[config.mk]
export PLATFORM = sky130hd
export DESIGN_NAME = rtpc_timer
export DESIGN_NICKNAME = d
export VERILOG_FILES = /design/src/common/rtpc_pkg.sv /design/src/core/rtpc_edge_detect.sv /design/src/core/rtpc_timer.sv
export SDC_FILE = /design/constraint.sdc
export NUM_CORES = 1
export LEC_CHECK = 0
export ABC_AREA = 1
export CORE_MARGIN = 3
export CORE_UTILIZATION = 60
export CTS_CLUSTER_SIZE = 30
export DETAILED_ROUTE_END_ITERATION = 8
export DONT_BUFFER_PORTS = 1
export GPL_TIMING_DRIVEN = 0
export PLACE_DENSITY = 0.76
export SKIP_CTS_REPAIR_TIMING = 1
export SLEW_MARGIN = 10
export SYNTH_ARGS = -nofsm -noshare
export SYNTH_HDL_FRONTEND = slang
export SYNTH_HIERARCHICAL = 1
export SYNTH_SLANG_ARGS = --single-unit
export TNS_END_PERCENT = 1
[constraint.sdc]
create_clock -name pclk -period 3.9 [get_ports pclk]
set_input_delay 0.975 -clock pclk [delete_from_list [all_inputs] [get_ports pclk]]
set_output_delay 0.975 -clock pclk [all_outputs]
set_load 0.005 [all_outputs]
[src/common/rtpc_pkg.sv]
/*
 * Package for the reloading timer with PWM and capture: register
 * offsets, field positions, reset values and carrier types.
 * Assumes an APB slave with 32-bit data, one byte register per word.
 */
package rtpc_pkg;

    // ------------------------------------------------------------
    // Register byte addresses
    // ------------------------------------------------------------
    localparam logic [7:0] RTPC_OFS_CNT_LO  = 8'h00;
    localparam logic [7:0] RTPC_OFS_CNT_HI  = 8'h04;
    localparam logic [7:0] RTPC_OFS_RLD_LO  = 8'h08;
    localparam logic [7:0] RTPC_OFS_RLD_HI  = 8'h0C;
    localparam logic [7:0] RTPC_OFS_CONFIG  = 8'h10;
    localparam logic [7:0] RTPC_OFS_FLAGS   = 8'h14;
    localparam logic [7:0] RTPC_OFS_IRQ_ACK = 8'h18;

    // ------------------------------------------------------------
    // Config register fields
    // ------------------------------------------------------------
    localparam int RTPC_CFG_RUN   = 4;
    localparam int RTPC_CFG_MODE5 = 5;
    localparam int RTPC_CFG_MODE6 = 6;
    localparam int RTPC_CFG_MODE7 = 7;

    // ------------------------------------------------------------
    // Flags register fields
    // ------------------------------------------------------------
    localparam int RTPC_FLG_GLOBAL_IRQ_ENABLE = 0;
    localparam int RTPC_FLG_PIN_IRQ_ENABLE    = 1;
    localparam int RTPC_FLG_TIMER_IRQ_ENABLE  = 4;
    localparam int RTPC_FLG_TIMER_IRQ_PENDING = 5;

    // ------------------------------------------------------------
    // Reset values
    // ------------------------------------------------------------
    localparam logic [7:0]  RTPC_CONFIG_RST = 8'h00;
    localparam logic [7:0]  RTPC_FLAGS_RST  = 8'h00;
    localparam logic [15:0] RTPC_CNT_RST    = 16'h0000;
    localparam logic [15:0] RTPC_RLD_RST    = 16'h0000;
    localparam logic [31:0] RTPC_ERR_DATA   = 32'h00000000;

    // ------------------------------------------------------------
    // Carrier types
    // ------------------------------------------------------------
    typedef struct packed {
        logic        psel;
        logic        penable;
        logic        pwrite;
        logic [7:0]  paddr;
        logic [31:0] pwdata;
    } rtpc_apb_req_t;

    typedef struct packed {
        logic        pready;
        logic        pslverr;
        logic [31:0] prdata;
    } rtpc_apb_rsp_t;

    typedef enum logic [2:0] {
        RTPC_MODE_EVENT   = 3'b001,
        RTPC_MODE_TIMER   = 3'b010,
        RTPC_MODE_CAPTURE = 3'b100
    } rtpc_mode_t;

endpackage

[src/core/rtpc_edge_detect.sv]
/*
 * Edge detector for the timer pin: one-cycle pulse on the chosen edge.
 * Assumes the pin input is already synchronous to pclk.
 */
`timescale 1ns/1ps
`default_nettype none

module rtpc_edge_detect (
    // Clock and reset
    input  wire logic pclk,
    input  wire logic presetn,
    // Pin and selection
    input  wire logic pin_in,
    input  wire logic falling_sel,
    // Result
    output logic      edge_pulse
);
    logic prev_ff;

    always_ff @(posedge pclk or negedge presetn) begin
        if (!presetn) begin
            prev_ff <= 1'b0;
        end else begin
            prev_ff <= pin_in;
        end
    end

    assign edge_pulse = falling_sel ? (prev_ff & ~pin_in) : (~prev_ff & pin_in);
endmodule

`default_nettype wire

[src/core/rtpc_timer.sv]
/*
 * Reloading timer/counter with PWM toggle, event count and input
 * capture, reached over APB as byte-wide registers.
 * Assumes pin input synchronous to pclk and a one-cycle
 * instruction-clock enable supplied from outside.
 */
// Overview of operation
// 16-bit counter and reload/capture register, each two read/write bytes.
// Timer modes count down each instruction cycle, reload on underflow.
// Reload value gives any division ratio 1 to 65536.
// Mode bits 7:5: 00x event, 01x forbidden, 10x timer, 11x capture.
// Timer mode with bit 5 set toggles the pin on each underflow.
// Event mode counts pin edges, reloading on underflow.
// Event mode bit 5: clear counts rising, set counts falling edges.
// External pin source stays at or below half the instruction rate.
// Capture mode counts cycles and copies counter on selected pin edge.
// Capture mode bit 5: clear captures rising, set captures falling.
// Timer event is capture edge or underflow, per mode.
// Run bit 4 lets the counter advance; clear holds it.
// Timer enable and pending bits govern the timer interrupt.
// Counter and reload registers are accessed one byte per transfer.
// Software should stop the counter before writing its bytes.
// Read high, low, then high again if low byte MSB is set.
// Global enable gates requests and clears on interrupt acknowledge.
// Each source needs its own enable and the global enable.
// Run bit one runs, zero stops.
// Pending bit set by underflow or capture edge as mode defines.
// Reset clears config and flags: stopped, event mode, no interrupts.
// Pending set on every event regardless of enables, software clears.
// Underflow is decrement from zero; reload replaces it, period N+1.
`timescale 1ns/1ps
`default_nettype none

module rtpc_timer
    import rtpc_pkg::*;
(
    // Clock and reset
    input  wire logic              pclk,
    input  wire logic              presetn,
    // APB slave
    input  wire rtpc_pkg::rtpc_apb_req_t apb_req,
    output rtpc_pkg::rtpc_apb_rsp_t      apb_rsp,
    // Instruction-cycle enable
    input  wire logic              instruction_cycle_clock,
    // Timer pin (three signals)
    input  wire logic              timer_pin_in,
    output logic                   timer_pin_out,
    output logic                   timer_pin_oe,
    // External interrupt source and acknowledge
    input  wire logic              pin_irq_event,
    input  wire logic              irq_ack,
    // Interrupt requests
    output logic                   timer_irq_req,
    output logic                   pin_irq_req
);
    import rtpc_pkg::*;

    // ------------------------------------------------------------
    // Register state
    // ------------------------------------------------------------
    logic [7:0]  timer_serial_config_reg_ff;
    logic [7:0]  processor_flags_reg_ff;
    logic [15:0] count_ff;
    logic [15:0] reload_ff;
    logic        pin_out_ff;
    logic [31:0] prdata_ff;

    logic        counter_run_bit;
    logic        mode_select_bit7;
    logic        mode_select_bit6;
    logic        mode_select_bit5;
    logic        global_irq_enable;
    logic        pin_irq_enable;
    logic        timer_irq_enable;
    logic        timer_irq_pending;
    rtpc_mode_t  mode;

    assign counter_run_bit   = timer_serial_config_reg_ff[RTPC_CFG_RUN];
    assign mode_select_bit7  = timer_serial_config_reg_ff[RTPC_CFG_MODE7];
    assign mode_select_bit6  = timer_serial_config_reg_ff[RTPC_CFG_MODE6];
    assign mode_select_bit5  = timer_serial_config_reg_ff[RTPC_CFG_MODE5];
    assign global_irq_enable = processor_flags_reg_ff[RTPC_FLG_GLOBAL_IRQ_ENABLE];
    assign pin_irq_enable    = processor_flags_reg_ff[RTPC_FLG_PIN_IRQ_ENABLE];
    assign timer_irq_enable  = processor_flags_reg_ff[RTPC_FLG_TIMER_IRQ_ENABLE];
    assign timer_irq_pending = processor_flags_reg_ff[RTPC_FLG_TIMER_IRQ_PENDING];

    // ------------------------------------------------------------
    // Mode decode
    // ------------------------------------------------------------
    // Forbidden 01x code counts nothing; software must not write it
    logic mode_legal;

    always_comb begin
        mode       = RTPC_MODE_EVENT;
        mode_legal = 1'b1;
        case ({mode_select_bit7, mode_select_bit6})
            2'b00: mode = RTPC_MODE_EVENT;
            2'b10: mode = RTPC_MODE_TIMER;
            2'b11: mode = RTPC_MODE_CAPTURE;
            default: mode_legal = 1'b0;
        endcase
    end

    // ------------------------------------------------------------
    // Pin edge selection
    // ------------------------------------------------------------
    logic pin_edge;

    rtpc_edge_detect u_edge (
        .pclk        (pclk),
        .presetn     (presetn),
        .pin_in      (timer_pin_in),
        .falling_sel (mode_select_bit5),
        .edge_pulse  (pin_edge)
    );

    // ------------------------------------------------------------
    // Count source and events
    // ------------------------------------------------------------
    logic count_tick;
    logic underflow;
    logic capture_evt;
    logic timer_evt;

    always_comb begin
        count_tick = 1'b0;
        case (mode)
            RTPC_MODE_EVENT:   count_tick = pin_edge;
            RTPC_MODE_TIMER:   count_tick = instruction_cycle_clock;
            RTPC_MODE_CAPTURE: count_tick = instruction_cycle_clock;
            default:           count_tick = 1'b0;
        endcase
        count_tick = count_tick & counter_run_bit & mode_legal;
    end

    assign underflow   = count_tick && (count_ff == 16'h0000) &&
                         (mode != RTPC_MODE_CAPTURE);
    // Capture edges are taken only while the counter runs
    assign capture_evt = (mode == RTPC_MODE_CAPTURE) && mode_legal &&
                         counter_run_bit && pin_edge;
    assign timer_evt   = underflow | capture_evt;

    // ------------------------------------------------------------
    // APB decode
    // ------------------------------------------------------------
    logic       acc;
    logic       wr;
    logic       rd;
    logic [7:0] wbyte;
    logic       addr_hit;

    assign acc   = apb_req.psel & apb_req.penable;
    assign wr    = acc & apb_req.pwrite;
    assign rd    = acc & ~apb_req.pwrite;
    assign wbyte = apb_req.pwdata[7:0];

    always_comb begin
        case (apb_req.paddr)
            RTPC_OFS_CNT_LO, RTPC_OFS_CNT_HI, RTPC_OFS_RLD_LO, RTPC_OFS_RLD_HI,
            RTPC_OFS_CONFIG, RTPC_OFS_FLAGS, RTPC_OFS_IRQ_ACK: addr_hit = 1'b1;
            default: addr_hit = 1'b0;
        endcase
    end

    // ------------------------------------------------------------
    // Config register
    // ------------------------------------------------------------
    always_ff @(posedge pclk or negedge presetn) begin
        if (!presetn) begin
            timer_serial_config_reg_ff <= RTPC_CONFIG_RST;
        end else if (wr && apb_req.paddr == RTPC_OFS_CONFIG) begin
            timer_serial_config_reg_ff <= wbyte;
        end
    end

    // ------------------------------------------------------------
    // Flags register
    // ------------------------------------------------------------
    logic [7:0] nxt_flags;

    always_comb begin
        nxt_flags = processor_flags_reg_ff;
        if (wr && apb_req.paddr == RTPC_OFS_FLAGS) begin
            nxt_flags = wbyte;
        end
        if (irq_ack) begin
            nxt_flags[RTPC_FLG_GLOBAL_IRQ_ENABLE] = 1'b0;
        end
        // Hardware set wins over a same-cycle software clear
        if (timer_evt) begin
            nxt_flags[RTPC_FLG_TIMER_IRQ_PENDING] = 1'b1;
        end
    end

    always_ff @(posedge pclk or negedge presetn) begin
        if (!presetn) begin
            processor_flags_reg_ff <= RTPC_FLAGS_RST;
        end else begin
            processor_flags_reg_ff <= nxt_flags;
        end
    end

    // ------------------------------------------------------------
    // Counter
    // ------------------------------------------------------------
    // Byte writes land mid-count; stopping first avoids torn values
    always_ff @(posedge pclk or negedge presetn) begin
        if (!presetn) begin
            count_ff <= RTPC_CNT_RST;
        end else if (wr && apb_req.paddr == RTPC_OFS_CNT_LO) begin
            count_ff[7:0] <= wbyte;
        end else if (wr && apb_req.paddr == RTPC_OFS_CNT_HI) begin
            count_ff[15:8] <= wbyte;
        end else if (underflow) begin
            count_ff <= reload_ff;
        end else if (count_tick) begin
            count_ff <= count_ff - 16'h0001;
        end
    end

    // ------------------------------------------------------------
    // Reload / capture register
    // ------------------------------------------------------------
    always_ff @(posedge pclk or negedge presetn) begin
        if (!presetn) begin
            reload_ff <= RTPC_RLD_RST;
        end else if (capture_evt) begin
            reload_ff <= count_ff;
        end else if (wr && apb_req.paddr == RTPC_OFS_RLD_LO) begin
            reload_ff[7:0] <= wbyte;
        end else if (wr && apb_req.paddr == RTPC_OFS_RLD_HI) begin
            reload_ff[15:8] <= wbyte;
        end
    end

    // ------------------------------------------------------------
    // Pin output
    // ------------------------------------------------------------
    always_ff @(posedge pclk or negedge presetn) begin
        if (!presetn) begin
            pin_out_ff <= 1'b0;
        end else if (underflow && mode == RTPC_MODE_TIMER && mode_select_bit5) begin
            pin_out_ff <= ~pin_out_ff;
        end
    end

    assign timer_pin_out = pin_out_ff;
    // Pin driven only in toggle mode; otherwise it is an input
    assign timer_pin_oe  = (mode == RTPC_MODE_TIMER) && mode_select_bit5;

    // ------------------------------------------------------------
    // Interrupt requests
    // ------------------------------------------------------------
    assign timer_irq_req = global_irq_enable & timer_irq_enable & timer_irq_pending;
    assign pin_irq_req   = global_irq_enable & pin_irq_enable & pin_irq_event;

    // ------------------------------------------------------------
    // APB read data
    // ------------------------------------------------------------
    logic [7:0] rbyte;

    always_comb begin
        case (apb_req.paddr)
            RTPC_OFS_CNT_LO: rbyte = count_ff[7:0];
            RTPC_OFS_CNT_HI: rbyte = count_ff[15:8];
            RTPC_OFS_RLD_LO: rbyte = reload_ff[7:0];
            RTPC_OFS_RLD_HI: rbyte = reload_ff[15:8];
            RTPC_OFS_CONFIG: rbyte = timer_serial_config_reg_ff;
            RTPC_OFS_FLAGS:  rbyte = processor_flags_reg_ff;
            default:         rbyte = 8'h00;
        endcase
    end

    always_ff @(posedge pclk or negedge presetn) begin
        if (!presetn) begin
            prdata_ff <= RTPC_ERR_DATA;
        end else if (apb_req.psel && !apb_req.penable && !apb_req.pwrite) begin
            prdata_ff <= {24'h000000, rbyte};
        end
    end

    // Zero-wait slave; unmapped addresses answer with pslverr
    assign apb_rsp.pready  = 1'b1;
    assign apb_rsp.pslverr = acc & ~addr_hit;
    assign apb_rsp.prdata  = rd ? prdata_ff : RTPC_ERR_DATA;

endmodule

`default_nettype wire

==> metrics.txt <==
status=completed; post-synthesis sequential area ratio=0.368; largest area contributor in the netlist=dfrtp_1; first-pass GRT wire length=19.6 mm; maximum clock path buffer count=2; router iterations before antenna repair=6; Cell Rows=28; worst endpoint data arrival time=~1.5 ns; Pleak=2.27 nW; max cap viols=0; vias in the first global route=roughly 3,900; worst path required time=2.92 ns; CP endpoint kind=output port; Hold Fails Final Rpt=0; CP Launch Type=primary input; IO Count=87; top routing layer used=met4; Post-Syn Area per Cell=roughly 6.6 um^2; initial antenna violation count=0; CTS tree=built; Total GRT Usage=0.342; final design area excluding fillers=between 0.004 and 0.005 mm^2; CTS buffer count=9; top cells by area, synth=dfrtp_1, nand2_1, nor2_1, nand3_1, inv_1; clock root cell=clkbuf_8; I/O Buffers=0; period utilisation layout=0.637; type of the worst setup path=in -> out; Synth top area share=0.368; largest net degree at the start of global routing=roughly 60; PD cells=around 400 mW/mm^2; die width=87.1 um; Cell Area, Synth=around 0.0039 mm^2; RSZ-0062 raised after global routing=no; Worst Path Max Fanout=3; Diodes inserted=0; Final #Nets=about 700; via density per instance=5.78; Final Power=between 1.5 and 2 mW; dpl hpwl=~9.3 mm; met3 WL post-DR=~1.4 mm; post-placement cell area=0.00412 mm^2; WL per Instance=17.1 um; Clock transition at path regs=approximately 0.07 ns; die area=0.00758 mm^2; post-route clock skew=roughly 0.0085 ns; hold crit path type=in -> async; Slew Limit Fails=0; RD Place Congestion=~1.0; total via count in the routed design=roughly 4,100; clk sink count=58; grt ovf=0; WL met2=5.55 mm; core area=around 0.006 mm^2; final worst hold slack=about 0.32 ns; final setup violating endpoints=0; Worst VDD drop=approximately 0.37 mV; Slew @ Worst Pin=0.870 ns; Cells after Synth=600; H-Tree Depth=3; Cell variety after synth=33; Initial DRC Count=around 570; Tmin final=around 2.5 ns; # DRC=0; Post-synth EDFFs=0; Layout area overhead=10.1%; FMAX=403 MHz; setup TNS=0 ns; Synth Flop Type=dfrtp_1; Initial Util=0.643; WL met1=approximately 4.7 mm; Synth Register Bits=slightly below 60; Die Ht=around 87 um; ANT nets after route=0; Slew headroom=0.416; synth warn=6; final wirelength=12.2 mm; Clk Latency, worst-skew pair=roughly 0.35 ns; layout cells sized above 1=0.105; # fillers=between 500 and 600; ys async rst share=1.00
-- sequential cells by signal, indices dropped and copies added (netlist names) --
name	flops
count_ff	16
processor_flags_reg_ff	8
reload_ff	16
prdata_ff	8
u_edge/prev_ff	1
timer_serial_config_reg_ff	8
timer_pin_out	1
-- cell usage in the layout, fill, tap and decap left out, types with 2 or more instances in the layout --
| master | instances |
|---|---|
| nand3b_1 | 3 |
| nor3_1 | 2 |
| buf_4 | 25 |
| clkbuf_8 | 9 |
| buf_2 | 5 |
| nand2_2 | 4 |
| a21oi_1 | 20 |
| clkbuf_1 | 4 |
| inv_1 | 64 |
| dfrtp_1 | 58 |
| o21ai_1 | 3 |
| nand4_1 | 2 |
| clkinv_2 | 2 |
| a21boi_0 | 8 |
| nand3_1 | 65 |
| or2_2 | 2 |
| nor2_1 | 92 |
| xor2_1 | 4 |
| conb_1 | 25 |
| clkinvlp_4 | 2 |
| nor2_2 | 9 |
| bufinv_16 | 2 |
| nand2_1 | 170 |
| o21ai_0 | 45 |
-- layout make-up --
type                       instances  area, um^2  share of cell area
clock buffer                       9         124              0.0285
multi-input combinational        465        2100               0.483
buffer                            35         239              0.0550
clock inverter                     7        93.8              0.0216
inverter                          65         244              0.0562
sequential                        58        1450               0.334
tap                               75        93.8              0.0216
-- synthesized netlist by cell type (2+ instances only) --
library cell,instances
nand2_2,4
xor2_1,4
nand4_1,2
nor3_1,2
buf_2,5
o21ai_0,45
or2_2,2
a21boi_0,8
a21oi_1,20
nor2_1,92
nand2_1,170
conb_1,2
o21ai_1,3
dfrtp_1,58
nand3_1,65
nor2_2,9
clkbuf_1,4
nand3b_1,3
inv_1,64
buf_4,25
-- layer usage --
layer,track usage,vias up
met2,0.533,283
met5,0,-
met3,0.0738,59
li1,-,1921
met1,0.458,1866
met4,0.149,0
-- cells by family (layout without fill, tap and decap cells) --
| family | count (synthesis) | in the layout | synth area share |
|---|---|---|---|
| flops | 58 | 58 | 0.368 |
| xor+xnor | 5 | 5 | 0.0111 |
| compound gates | 81 | 81 | 0.113 |
| simple gates | 353 | 353 | 0.381 |
| fa+ha+maj | 1 | 1 | 0.00317 |
| buf+inv | 100 | 116 | 0.122 |
| other cells | 2 | 25 | 0.00190 |
-- per-stage QoR --
step | setup WS (ns) | instances | util
CTS | 1.42 | 714 | 0.708
detailed placement | 1.27 | 698 | 0.673
finish | 1.42 | 714 | 0.708
floorplan | 1.48 | 623 | -
global route | 1.36 | 714 | 0.708
global placement | 1.34 | 698 | 0.673
-- power by group --
part / internal [mW] / switching, mW / leakage, nW / total, mW
combinational: 0.173 / 0.293 / 1.38 / 0.465
sequential: 0.640 / 0.0504 / 0.785 / 0.690
clock: 0.358 / 0.271 / 0.105 / 0.629
total: 1.17 / 0.614 / 2.27 / 1.78
-- worst paths after layout --
check | depth (start not counted) | startpoint | end | slack (ns)
max | 3 | apb_req[35] | apb_rsp[32] | 1.42
min | 0 | presetn | prdata_ff[5] | 0.32
max reg2reg | 9 | count_ff[0] | count_ff[12] | 1.78
min reg2reg | 2 | processor_flags_reg_ff[2] | processor_flags_reg_ff[2] | 0.49
max in group asynchronous | 0 | presetn | processor_flags_reg_ff[0] | 3.48
min in group pclk | 2 | processor_flags_reg_ff[2] | processor_flags_reg_ff[2] | 0.49
-- worst max-delay path, cell delays in order --
cell,delay [ns]
inv_1,0.05
o311a_1,0.36
nor2_1,0.13
Note: power is estimated with default switching activity, not from simulation.
